File: src/include/mies_pkg.sv
// Constants shared by the MAC interrupt enable and status logic.
package mies_pkg;

  // Register byte addresses on the system bus.
  localparam logic [31:0] MIES_ADDR_TX_DEMAND = 32'hfff030a0;
  localparam logic [31:0] MIES_ADDR_ENABLE    = 32'hfff030ac;
  localparam logic [31:0] MIES_ADDR_STATUS    = 32'hfff030b0;

  // Reset values.
  localparam logic [31:0] MIES_ENABLE_RESET = 32'h00000000;
  localparam logic [31:0] MIES_STATUS_RESET = 32'h00000000;

  // Implemented bits: enable holds both master enables, status holds no
  // summary bits because those are derived.
  localparam logic [31:0] MIES_ENABLE_MASK = 32'h01ff4fff;
  localparam logic [31:0] MIES_STATUS_MASK = 32'h01fe4ffe;

  // Field positions.
  localparam int MIES_RX_MASTER_BIT = 0;
  localparam int MIES_RX_LO         = 1;
  localparam int MIES_RX_HI         = 14;
  localparam int MIES_TX_MASTER_BIT = 16;
  localparam int MIES_TX_LO         = 17;
  localparam int MIES_TX_HI         = 24;
  localparam int MIES_UNDERFLOW_BIT = 17;
  localparam int MIES_DESC_BIT      = 23;
  localparam int MIES_TX_BUSERR_BIT = 24;
  localparam int MIES_CTRL_FRAME_BIT = 14;
  localparam int MIES_MAX_LEN_BIT   = 8;
  localparam int MIES_RX_GOOD_BIT   = 4;
  localparam int MIES_CRC_BIT       = 1;

  // Event vector widths and positions inside the tx event vector.
  localparam int MIES_RX_EV_W       = 14;
  localparam int MIES_TX_EV_W       = 8;
  localparam int MIES_TX_EV_DESC    = 6;

endpackage

File: src/include/mies_stat_if.sv
// Set, clear and state vectors between the bus logic and the status bits.
`timescale 1ns/1ps
interface mies_stat_if;
  logic [31:0] set_vec;
  logic [31:0] clr_vec;
  logic [31:0] stat_vec;

  modport bits (
    input  set_vec,
    input  clr_vec,
    output stat_vec
  );
  modport ctrl (
    output set_vec,
    output clr_vec,
    input  stat_vec
  );
endinterface

File: src/rtl/mies_status_bits.sv
// Sticky status bits with write-one-to-clear and set priority.
`timescale 1ns/1ps
module mies_status_bits
  import mies_pkg::*;
(
  input  wire logic  clk_i,
  input  wire logic  rst_i,
  mies_stat_if.bits  st
);

  for (genvar i = 0; i < 32; i++) begin : g_bit
    if (MIES_STATUS_MASK[i]) begin : g_impl
      logic bit_reg;
      logic bit_next;

      // A set in the same cycle as a clear wins, so no event is lost.
      always_comb begin
        bit_next = bit_reg;
        if (st.clr_vec[i]) begin
          bit_next = 1'b0;
        end
        if (st.set_vec[i]) begin
          bit_next = 1'b1;
        end
      end

      always_ff @(posedge clk_i) begin
        if (rst_i) begin
          bit_reg <= MIES_STATUS_RESET[i];
        end else begin
          bit_reg <= bit_next;
        end
      end

      assign st.stat_vec[i] = bit_reg;

      AST_SET_WINS: assert property (
        @(posedge clk_i) disable iff (rst_i)
        (st.set_vec[i] && st.clr_vec[i]) |=> bit_reg
      ) else $error("status bit lost a set that met a clear");
    end else begin : g_rsvd
      assign st.stat_vec[i] = 1'b0;
    end
  end

endmodule // mies_status_bits

File: src/rtl/mies_top.sv
// MAC interrupt enable and status registers with a classic Wishbone slave.
`timescale 1ns/1ps
module mies_top
  import mies_pkg::*;
(
  input  wire logic                    clk_i,
  input  wire logic                    rst_i,
  input  wire logic                    wb_cyc_i,
  input  wire logic                    wb_stb_i,
  input  wire logic                    wb_we_i,
  input  wire logic [31:0]             wb_adr_i,
  input  wire logic [3:0]              wb_sel_i,
  input  wire logic [31:0]             wb_dat_i,
  output      logic [31:0]             wb_dat_o,
  output      logic                    wb_ack_o,
  input  wire logic [MIES_RX_EV_W-1:0] rx_event_i,
  input  wire logic [MIES_TX_EV_W-1:0] tx_event_i,
  output      logic                    rx_irq_o,
  output      logic                    tx_irq_o,
  output      logic                    tx_dma_halted_o,
  output      logic                    tx_resume_o
);

  // Expands byte selects into a bit mask for the data word.
  function automatic logic [31:0] lane_mask(input logic [3:0] sel);
    logic [31:0] m;
    m = 32'h00000000;
    for (int b = 0; b < 4; b++) begin
      m[b*8 +: 8] = {8{sel[b]}};
    end
    return m;
  endfunction

  // Enable-gated sources within a field span.
  function automatic logic any_source(input logic [31:0] st,
                                      input logic [31:0] en,
                                      input int          lo,
                                      input int          hi);
    logic r;
    r = 1'b0;
    for (int k = 0; k < 32; k++) begin
      if (k >= lo && k <= hi) begin
        r = r | (st[k] & en[k]);
      end
    end
    return r;
  endfunction

  mies_stat_if st_if ();

  logic [31:0] enable_reg;
  logic [31:0] rd_data;
  logic        ack_reg;
  logic        halt_reg;
  logic        resume_reg;
  logic        rx_irq_reg;
  logic        tx_irq_reg;
  logic        req;
  logic        commit;
  logic        wr_enable;
  logic        wr_status;
  logic        wr_demand;
  logic        rx_summary;
  logic        tx_summary;
  logic        rx_irq_next;
  logic        tx_irq_next;
  logic [31:0] wmask;
  logic [31:0] status_view;

  mies_status_bits u_bits (
    .clk_i (clk_i),
    .rst_i (rst_i),
    .st    (st_if.bits)
  );

  // Bus decode. The write acts on the edge that samples ack, so a master
  // holding its request sees exactly one write.
  assign req       = wb_cyc_i && wb_stb_i;
  assign commit    = req && ack_reg;
  assign wmask     = lane_mask(wb_sel_i);
  assign wr_enable = commit && wb_we_i && (wb_adr_i == MIES_ADDR_ENABLE);
  assign wr_status = commit && wb_we_i && (wb_adr_i == MIES_ADDR_STATUS);
  assign wr_demand = commit && wb_we_i && (wb_adr_i == MIES_ADDR_TX_DEMAND);

  always_ff @(posedge clk_i) begin
    if (rst_i) begin
      ack_reg <= 1'b0;
    end else begin
      ack_reg <= req && !ack_reg;
    end
  end
  assign wb_ack_o = ack_reg;

  // Summary bits are pure functions of state, so they can never be written.
  assign rx_summary = any_source(st_if.stat_vec, enable_reg,
                                 MIES_RX_LO, MIES_RX_HI);
  assign tx_summary = any_source(st_if.stat_vec, enable_reg,
                                 MIES_TX_LO, MIES_TX_HI);

  always_comb begin
    status_view = st_if.stat_vec;
    status_view[MIES_RX_MASTER_BIT] = rx_summary;
    status_view[MIES_TX_MASTER_BIT] = tx_summary;
  end

  // Read mux; the tx demand register and unmapped words read as zero.
  always_comb begin
    rd_data = 32'h00000000;
    if (wb_adr_i == MIES_ADDR_ENABLE) begin
      rd_data = enable_reg;
    end else if (wb_adr_i == MIES_ADDR_STATUS) begin
      rd_data = status_view;
    end
  end

  always_ff @(posedge clk_i) begin
    if (rst_i) begin
      wb_dat_o <= 32'h00000000;
    end else if (req && !ack_reg && !wb_we_i) begin
      wb_dat_o <= rd_data;
    end
  end

  always_ff @(posedge clk_i) begin
    if (rst_i) begin
      enable_reg <= MIES_ENABLE_RESET;
    end else if (wr_enable) begin
      enable_reg <= (enable_reg & ~wmask) |
                    (wb_dat_i & wmask & MIES_ENABLE_MASK);
    end
  end

  // Hardware events: rx events fill bits 14..1, tx events bits 24..17.
  // Reserved positions are dropped by the status bit mask.
  always_comb begin
    st_if.set_vec = 32'h00000000;
    st_if.set_vec[MIES_RX_HI:MIES_RX_LO] = rx_event_i;
    st_if.set_vec[MIES_TX_HI:MIES_TX_LO] = tx_event_i;
  end

  assign st_if.clr_vec = wr_status ? (wb_dat_i & wmask & MIES_STATUS_MASK)
                                   : 32'h00000000;

  // Interrupt lines, registered so that they are glitch free at the CPU.
  assign rx_irq_next = enable_reg[MIES_RX_MASTER_BIT] && rx_summary;
  assign tx_irq_next = enable_reg[MIES_TX_MASTER_BIT] && tx_summary;

  always_ff @(posedge clk_i) begin
    if (rst_i) begin
      rx_irq_reg <= 1'b0;
      tx_irq_reg <= 1'b0;
    end else begin
      rx_irq_reg <= rx_irq_next;
      tx_irq_reg <= tx_irq_next;
    end
  end
  assign rx_irq_o = rx_irq_reg;
  assign tx_irq_o = tx_irq_reg;

  // Tx DMA halt tracking. A descriptor-unavailable event arriving with a
  // demand write keeps the engine halted, since the new descriptor was
  // evidently not yet seen.
  always_ff @(posedge clk_i) begin
    if (rst_i) begin
      halt_reg   <= 1'b0;
      resume_reg <= 1'b0;
    end else begin
      resume_reg <= 1'b0;
      if (tx_event_i[MIES_TX_EV_DESC]) begin
        halt_reg <= 1'b1;
      end else if (wr_demand && halt_reg) begin
        halt_reg   <= 1'b0;
        resume_reg <= 1'b1;
      end
    end
  end
  assign tx_dma_halted_o = halt_reg;
  assign tx_resume_o     = resume_reg;

  AST_TX_IRQ_CAUSE: assert property (
    @(posedge clk_i) disable iff (rst_i)
    tx_irq_o |-> $past(enable_reg[MIES_TX_MASTER_BIT] &&
      |(st_if.stat_vec[24:17] & enable_reg[24:17]))
  ) else $error("tx interrupt without an enabled tx source");

  AST_RX_IRQ_CAUSE: assert property (
    @(posedge clk_i) disable iff (rst_i)
    rx_irq_o |-> $past(enable_reg[MIES_RX_MASTER_BIT] &&
      |(st_if.stat_vec[14:1] & enable_reg[14:1]))
  ) else $error("rx interrupt without an enabled rx source");

  AST_UNDERFLOW_LATCH: assert property (
    @(posedge clk_i) disable iff (rst_i)
    tx_event_i[0] |=> st_if.stat_vec[MIES_UNDERFLOW_BIT]
  ) else $error("underflow status did not latch");

  AST_UNDERFLOW_GATE: assert property (
    @(posedge clk_i) disable iff (rst_i)
    (enable_reg[MIES_TX_MASTER_BIT] && enable_reg[MIES_UNDERFLOW_BIT] &&
     st_if.stat_vec[MIES_UNDERFLOW_BIT]) |=> tx_irq_o
  ) else $error("underflow status did not raise tx interrupt");

  AST_TX_DESC_GATE: assert property (
    @(posedge clk_i) disable iff (rst_i)
    (enable_reg[MIES_TX_MASTER_BIT] && enable_reg[MIES_DESC_BIT] &&
     st_if.stat_vec[MIES_DESC_BIT]) |=> tx_irq_o
  ) else $error("descriptor status did not raise tx interrupt");

  AST_TX_MASTER_OFF: assert property (
    @(posedge clk_i) disable iff (rst_i)
    !enable_reg[MIES_TX_MASTER_BIT] |=> !tx_irq_o
  ) else $error("tx interrupt raised with tx master enable clear");

  AST_RX_MASTER_OFF: assert property (
    @(posedge clk_i) disable iff (rst_i)
    !enable_reg[MIES_RX_MASTER_BIT] |=> !rx_irq_o
  ) else $error("rx interrupt raised with rx master enable clear");

  AST_MASKED_SILENT: assert property (
    @(posedge clk_i) disable iff (rst_i)
    (!tx_summary && !rx_summary) |=> (!tx_irq_o && !rx_irq_o)
  ) else $error("interrupt raised with every source masked");

  AST_CTRL_FRAME_GATE: assert property (
    @(posedge clk_i) disable iff (rst_i)
    (enable_reg[MIES_RX_MASTER_BIT] && enable_reg[MIES_CTRL_FRAME_BIT] &&
     st_if.stat_vec[MIES_CTRL_FRAME_BIT]) |=> rx_irq_o
  ) else $error("control frame status did not raise rx interrupt");

  AST_MAX_LEN_GATE: assert property (
    @(posedge clk_i) disable iff (rst_i)
    (enable_reg[MIES_RX_MASTER_BIT] && enable_reg[MIES_MAX_LEN_BIT] &&
     st_if.stat_vec[MIES_MAX_LEN_BIT]) |=> rx_irq_o
  ) else $error("length exceeded status did not raise rx interrupt");

  AST_RX_GOOD_GATE: assert property (
    @(posedge clk_i) disable iff (rst_i)
    (enable_reg[MIES_RX_MASTER_BIT] && enable_reg[MIES_RX_GOOD_BIT] &&
     st_if.stat_vec[MIES_RX_GOOD_BIT]) |=> rx_irq_o
  ) else $error("rx good status did not raise rx interrupt");

  AST_CRC_GATE: assert property (
    @(posedge clk_i) disable iff (rst_i)
    (enable_reg[MIES_RX_MASTER_BIT] && enable_reg[MIES_CRC_BIT] &&
     st_if.stat_vec[MIES_CRC_BIT]) |=> rx_irq_o
  ) else $error("crc status did not raise rx interrupt");

  AST_W1C: assert property (
    @(posedge clk_i) disable iff (rst_i)
    (st_if.clr_vec != 32'h00000000) |=>
      ((st_if.stat_vec & $past(st_if.clr_vec & ~st_if.set_vec)) == 32'h0)
  ) else $error("written one did not clear its status bit");

  AST_W1C_KEEP: assert property (
    @(posedge clk_i) disable iff (rst_i)
    (wr_status && (st_if.set_vec == 32'h0)) |=>
      ((st_if.stat_vec & ~$past(st_if.clr_vec)) ==
       ($past(st_if.stat_vec) & ~$past(st_if.clr_vec)))
  ) else $error("status bit written with zero changed");

  AST_TX_BUSERR: assert property (
    @(posedge clk_i) disable iff (rst_i)
    tx_event_i[7] |=> st_if.stat_vec[MIES_TX_BUSERR_BIT]
  ) else $error("tx bus error status did not set");

  AST_DESC_HALT: assert property (
    @(posedge clk_i) disable iff (rst_i)
    tx_event_i[MIES_TX_EV_DESC] |=>
      (st_if.stat_vec[MIES_DESC_BIT] && tx_dma_halted_o && !tx_resume_o)
  ) else $error("descriptor unavailable did not halt tx dma");

  AST_DEMAND_IDLE: assert property (
    @(posedge clk_i) disable iff (rst_i)
    (wr_demand && !halt_reg) |=> !tx_resume_o
  ) else $error("start demand acted while not halted");

  AST_DEMAND_RESUME: assert property (
    @(posedge clk_i) disable iff (rst_i)
    (wr_demand && halt_reg && !tx_event_i[MIES_TX_EV_DESC]) |=>
      (tx_resume_o && !tx_dma_halted_o) ##1 !tx_resume_o
  ) else $error("start demand did not resume halted tx dma");

  AST_SUMMARY_READ: assert property (
    @(posedge clk_i) disable iff (rst_i)
    (req && !ack_reg && !wb_we_i && wb_adr_i == MIES_ADDR_STATUS) |=>
      (wb_dat_o[MIES_TX_MASTER_BIT] == $past(tx_summary) &&
       wb_dat_o[MIES_RX_MASTER_BIT] == $past(rx_summary))
  ) else $error("status read summary bits wrong");

  AST_ACK_ONE: assert property (
    @(posedge clk_i) disable iff (rst_i)
    wb_ack_o |=> !wb_ack_o
  ) else $error("ack held longer than one cycle");

endmodule // mies_top

File: config.mk
export PLATFORM = sky130hd
export DESIGN_NAME = mies_top
export DESIGN_NICKNAME = d
export VERILOG_FILES = /design/src/include/mies_pkg.sv /design/src/include/mies_stat_if.sv /design/src/rtl/mies_status_bits.sv /design/src/rtl/mies_top.sv
export SDC_FILE = /design/constraint.sdc
export NUM_CORES = 1
export LEC_CHECK = 0
export BUFFER_PORTS_ARGS = -buffer_cell sky130_fd_sc_hd__clkbuf_2
export CORE_ASPECT_RATIO = 0.7
export CORE_MARGIN = 2
export CORE_UTILIZATION = 25
export CTS_BUF_LIST = sky130_fd_sc_hd__clkbuf_8
export CTS_CLUSTER_SIZE = 14
export DETAILED_ROUTE_END_ITERATION = 8
export SYNTH_ARGS = -nofsm -noshare
export SYNTH_HDL_FRONTEND = slang
export SYNTH_SLANG_ARGS = --single-unit
export TNS_END_PERCENT = 50
File: constraint.sdc
create_clock -name clk_i -period 4.14 [get_ports clk_i]
set_input_delay 0.828 -clock clk_i [delete_from_list [all_inputs] [get_ports clk_i]]
set_output_delay 0.828 -clock clk_i [all_outputs]
set_load 0.005 [all_outputs]
==> out/summary.md <==
The kind of cell with the highest combined delay along the critical path is simple AND/OR/NAND/NOR gates. Worst hold path class: flop to flop. For the final count of hold timing violations, the log shows 0. The tool flagged a number of max-cap violations equal to 0. OpenSTA, run right after detailed placement, puts the worst setup slack at 0.9088 ns.

The first global-routing pass estimated 16930 microns of wire. The tools report the number of fillers in the final layout as 1495. The run gives 386 as the instance count of the mapped netlist. For this run, the share of the core covered by cells in the final layout is 32.64%. A synthesized cell averages 9.264 sq um. The share of the clock period used by the worst path is 68.43%. Counting cells, the worst reg-to-reg path comes to 4. The layout overhead on the synthesized area came out at 27.47%. Once the floorplan was initialized, standard cells occupied 25.61% of the core. The routability congestion estimate is 0.7747, and the worst-path maximum fanout is 8.

The core outline area was 13960 sq um; the depth of the CTS H-tree was 3. The post-synthesis sequential element count is 89, and the layout net count is 591. TritonCTS built the clock tree. Most used flip-flop cell after synthesis: sky130_fd_sc_hd__dfxtp_1.

The buffer and inverter count on the worst path works out to 1. The tools report the launching element type of the critical path as an input pin. STA classifies the critical path endpoint as a flop.

The reported leakage power was 1.921 nW; the number of hold buffers added after cts was 0. The logs give 0 for the number of antenna-violating nets in the routed design and 1.307 ns for the final worst-path setup slack. The peak per-stage delay on the critical path was 0.87 ns. The repair_antennas step left the layout with diodes totalling 0.

For the setup TNS, the log shows 0 ns. The power density of the placed cells works out to 363.8 nW/um^2. In this run the core area contains 36 standard-cell rows. Across the VDD grid, the largest voltage drop is 145.1 uV. Total die area: 15290 sq um. Among all stages on the critical path, the largest delay is contributed by sky130_fd_sc_hd__nor4_4.

After clock tree synthesis, the clock-pin slew on the worst setup and hold paths is 0.08 ns. The CTS root buffer is sky130_fd_sc_hd__clkbuf_8. In this run the register-to-register setup slack is 1.91 ns. For the worst setup path, the data required time is 4.36 ns.

For the worst setup path, the data arrival time is 3.05 ns. Timing would allow up to 0.3530 GHz. The worst hold path begins at wb_dat_o[15]. The synthesized area came out at 3576 sq um.

Dividing the detail-routed via count by the number of cells gives 4.839. Once the clock tree was built, the resizer swapped 0 gates to a different size. For the number of design rule violations left after detail routing, the log shows 0. For this run the aggregate overflow at the end of global routing stands at 0. For the initial antenna violation count, the log shows 0. The number of nets produced by synthesis was 481; the number of setup violations in the final report was 0. Counting flops with an async set or reset pin after synthesis yields a share of 0%.

The startpoint identified for the worst register-to-register timing path is wb_ack_o. The run finished with clean final reports. On the final layout, the worst clock skew is 0.01122 ns. The post-CTS setup repair buffer count came out at 0. For the finished layout, the period the worst path requires is 2.833 ns.

The critical path goes through clkbuf_2 -> nand4bb_1 -> or4_1 -> nor4_4 -> mux2i_1 -> nor2_1. For the via count of the routed design, the log shows 3344. Setup repair after global routing left no endpoint under its margin. The die is 104.1 microns tall. The transition time of the tightest slew-check pin is 1.140 ns, and the sum of routed wire length over all layers is 10670 microns. The number of pins exceeding their max-slew limit in the final report was 0; the number of iterations in the first detailed-routing pass was 4.

The number of clock buffers added by TritonCTS is 9. Counting instances, the worst hold path has a depth of 2. The routed length per placed instance works out to 15.44 microns. By startpoint and endpoint, the worst setup path is classified as input pin to flop. The deepest clock path buffer count was 2. The die is 146.9 microns wide. Detailed placement finished with a half-perimeter wire length of 7706 microns.

The clock reaches the later pin of the worst-skew pair after 0.37 ns. The number of enable flip-flop cells after synthesis works out to 0. The via count of the first global-routing pass was 3236. Cells with a size suffix above 1 make up 29.54% of the layout. The tools report the end point of the worst hold path as wb_dat_o[15]. The worst pin sits at a relative slew slack of 23.97%.

The pin count of the biggest net entering global routing is 56. CTS saw 89 sinks. Of the synthesized area, sequential elements account for 49.83%. The detailed router finished its first iteration with 195 violations. The global-route usage over all layers came out at 14.18%. During placement, the flow inserted port buffers numbering 119. After synthesis, the netlist uses 33 different library cells. For the number of synthesis warnings, the log shows 0. In this run the count of I/O pins placed on the die edge is 132.
==> synth_stat cells (all sizes together), types with 2 or more instances <==
master	n	area, sq um
a21oi	12	60.06
a221oi	25	219.0
a22o	3	26.28
a22oi	4	30.03
a311oi	19	166.4
and2	13	81.33
and3b	3	26.28
buf	8	46.29
clkbuf	18	67.56
dfxtp	89	1782
inv	19	71.32
mux2i	21	210.2
nand2	14	52.55
nand3	15	75.07
nand4	8	50.05
nand4bb	2	22.52
nor2	68	255.2
nor3	27	135.1
nor4	8	116.4
==> tightest hold or removal path: cells and delay by family, from the launching register on <==
kind / cells / cell delay, ns
AOI/OAI and AO/OA: 1 / 0.05
DFF: 1 / 0.31
and+or+nand+nor: 1 / 0.05
==> through the flow <==
stage | hold WS [ns] | instance area, sq um | cells | power [mW]
floorplan | 0.4294 | 3576 | 386 | 0.9770
global placement | 0.4421 | 4350 | 675 | 1.052
detailed placement | 0.4433 | 4350 | 675 | 1.057
CTS | 0.4571 | 4558 | 691 | 1.678
global route | 0.4770 | 4558 | 691 | 1.737
finish | 0.4548 | 4558 | 691 | 1.658
==> worst max-delay path by stage <==
stage            startpoint                              end  depth (start not counted)
2_1_floorplan  wb_adr_i[16]                             flop                          6
3_3_place_gp   wb_adr_i[16]                             flop                          6
3_5_place_dp   wb_adr_i[16]                             flop                          6
4_1_cts        wb_adr_i[16]                             flop                          6
5_1_grt        wb_adr_i[16]  u_bits.g_bit[20].g_impl.bit_reg                          7
6_report       wb_adr_i[16]                             flop                          6
==> cell type report <==
| class | instances | area, sq um | share of cell area [%] |
|---|---|---|---|
| tap | 190 | 237.7 | 5.215 |
| sequential | 89 | 1782 | 39.09 |
| clock buffer | 12 | 165.2 | 3.623 |
| clock inverter | 4 | 42.54 | 0.9333 |
| multi-input combinational | 252 | 1619 | 35.52 |
| timing repair buffer | 125 | 640.6 | 14.05 |
| inverter | 19 | 71.32 | 1.565 |
==> cell families (layout without fill, tap and decap cells) <==
| family | after synthesis | in the layout | share of synthesized area [%] |
|---|---|---|---|
| and+or+nand+nor | 167 | 167 | 24.84 |
| muxes | 21 | 21 | 5.878 |
| DFF | 89 | 89 | 49.83 |
| buffers and inverters | 45 | 160 | 5.178 |
| AOI/OAI and AO/OA | 64 | 64 | 14.28 |
==> placed cells by master (no fill, tap or decap), types with 3 or more instances in the layout <==
master / synthesis / layout
sky130_fd_sc_hd__a22oi_1: 4 / 4
sky130_fd_sc_hd__nand4_1: 8 / 8
sky130_fd_sc_hd__and3b_1: 3 / 3
sky130_fd_sc_hd__nor4_1: 3 / 3
sky130_fd_sc_hd__nor3_1: 27 / 25
sky130_fd_sc_hd__and2_1: 12 / 12
sky130_fd_sc_hd__a22o_1: 3 / 3
sky130_fd_sc_hd__a21oi_1: 12 / 12
sky130_fd_sc_hd__a221oi_1: 25 / 25
sky130_fd_sc_hd__clkbuf_2: 0 / 119
sky130_fd_sc_hd__clkbuf_8: 0 / 12
sky130_fd_sc_hd__a311oi_1: 19 / 19
sky130_fd_sc_hd__buf_4: 0 / 6
sky130_fd_sc_hd__nor2_1: 68 / 68
sky130_fd_sc_hd__mux2i_1: 21 / 21
sky130_fd_sc_hd__inv_1: 19 / 21
sky130_fd_sc_hd__nand3_1: 15 / 15
sky130_fd_sc_hd__dfxtp_1: 89 / 89
sky130_fd_sc_hd__nor4_4: 4 / 4
sky130_fd_sc_hd__nand2_1: 14 / 14
==> layer usage <==
metal | GRT usage (%) | part of all wire, % | up-vias
met4 | 3.777 | 1.4 | 0
met3 | 5.263 | 9.0 | 12
met2 | 21.86 | 45 | 136
met1 | 18.71 | 44 | 1572
met5 | 0 | 0 | -
li1 | - | - | 1624
==> where the power goes <==
part,internal (mW),switching (mW)
sequential,0.881,0.0185
clock,0.323,0.300
combinational,0.0624,0.0735
total,1.27,0.392
(Power assumes the default switching activity.)
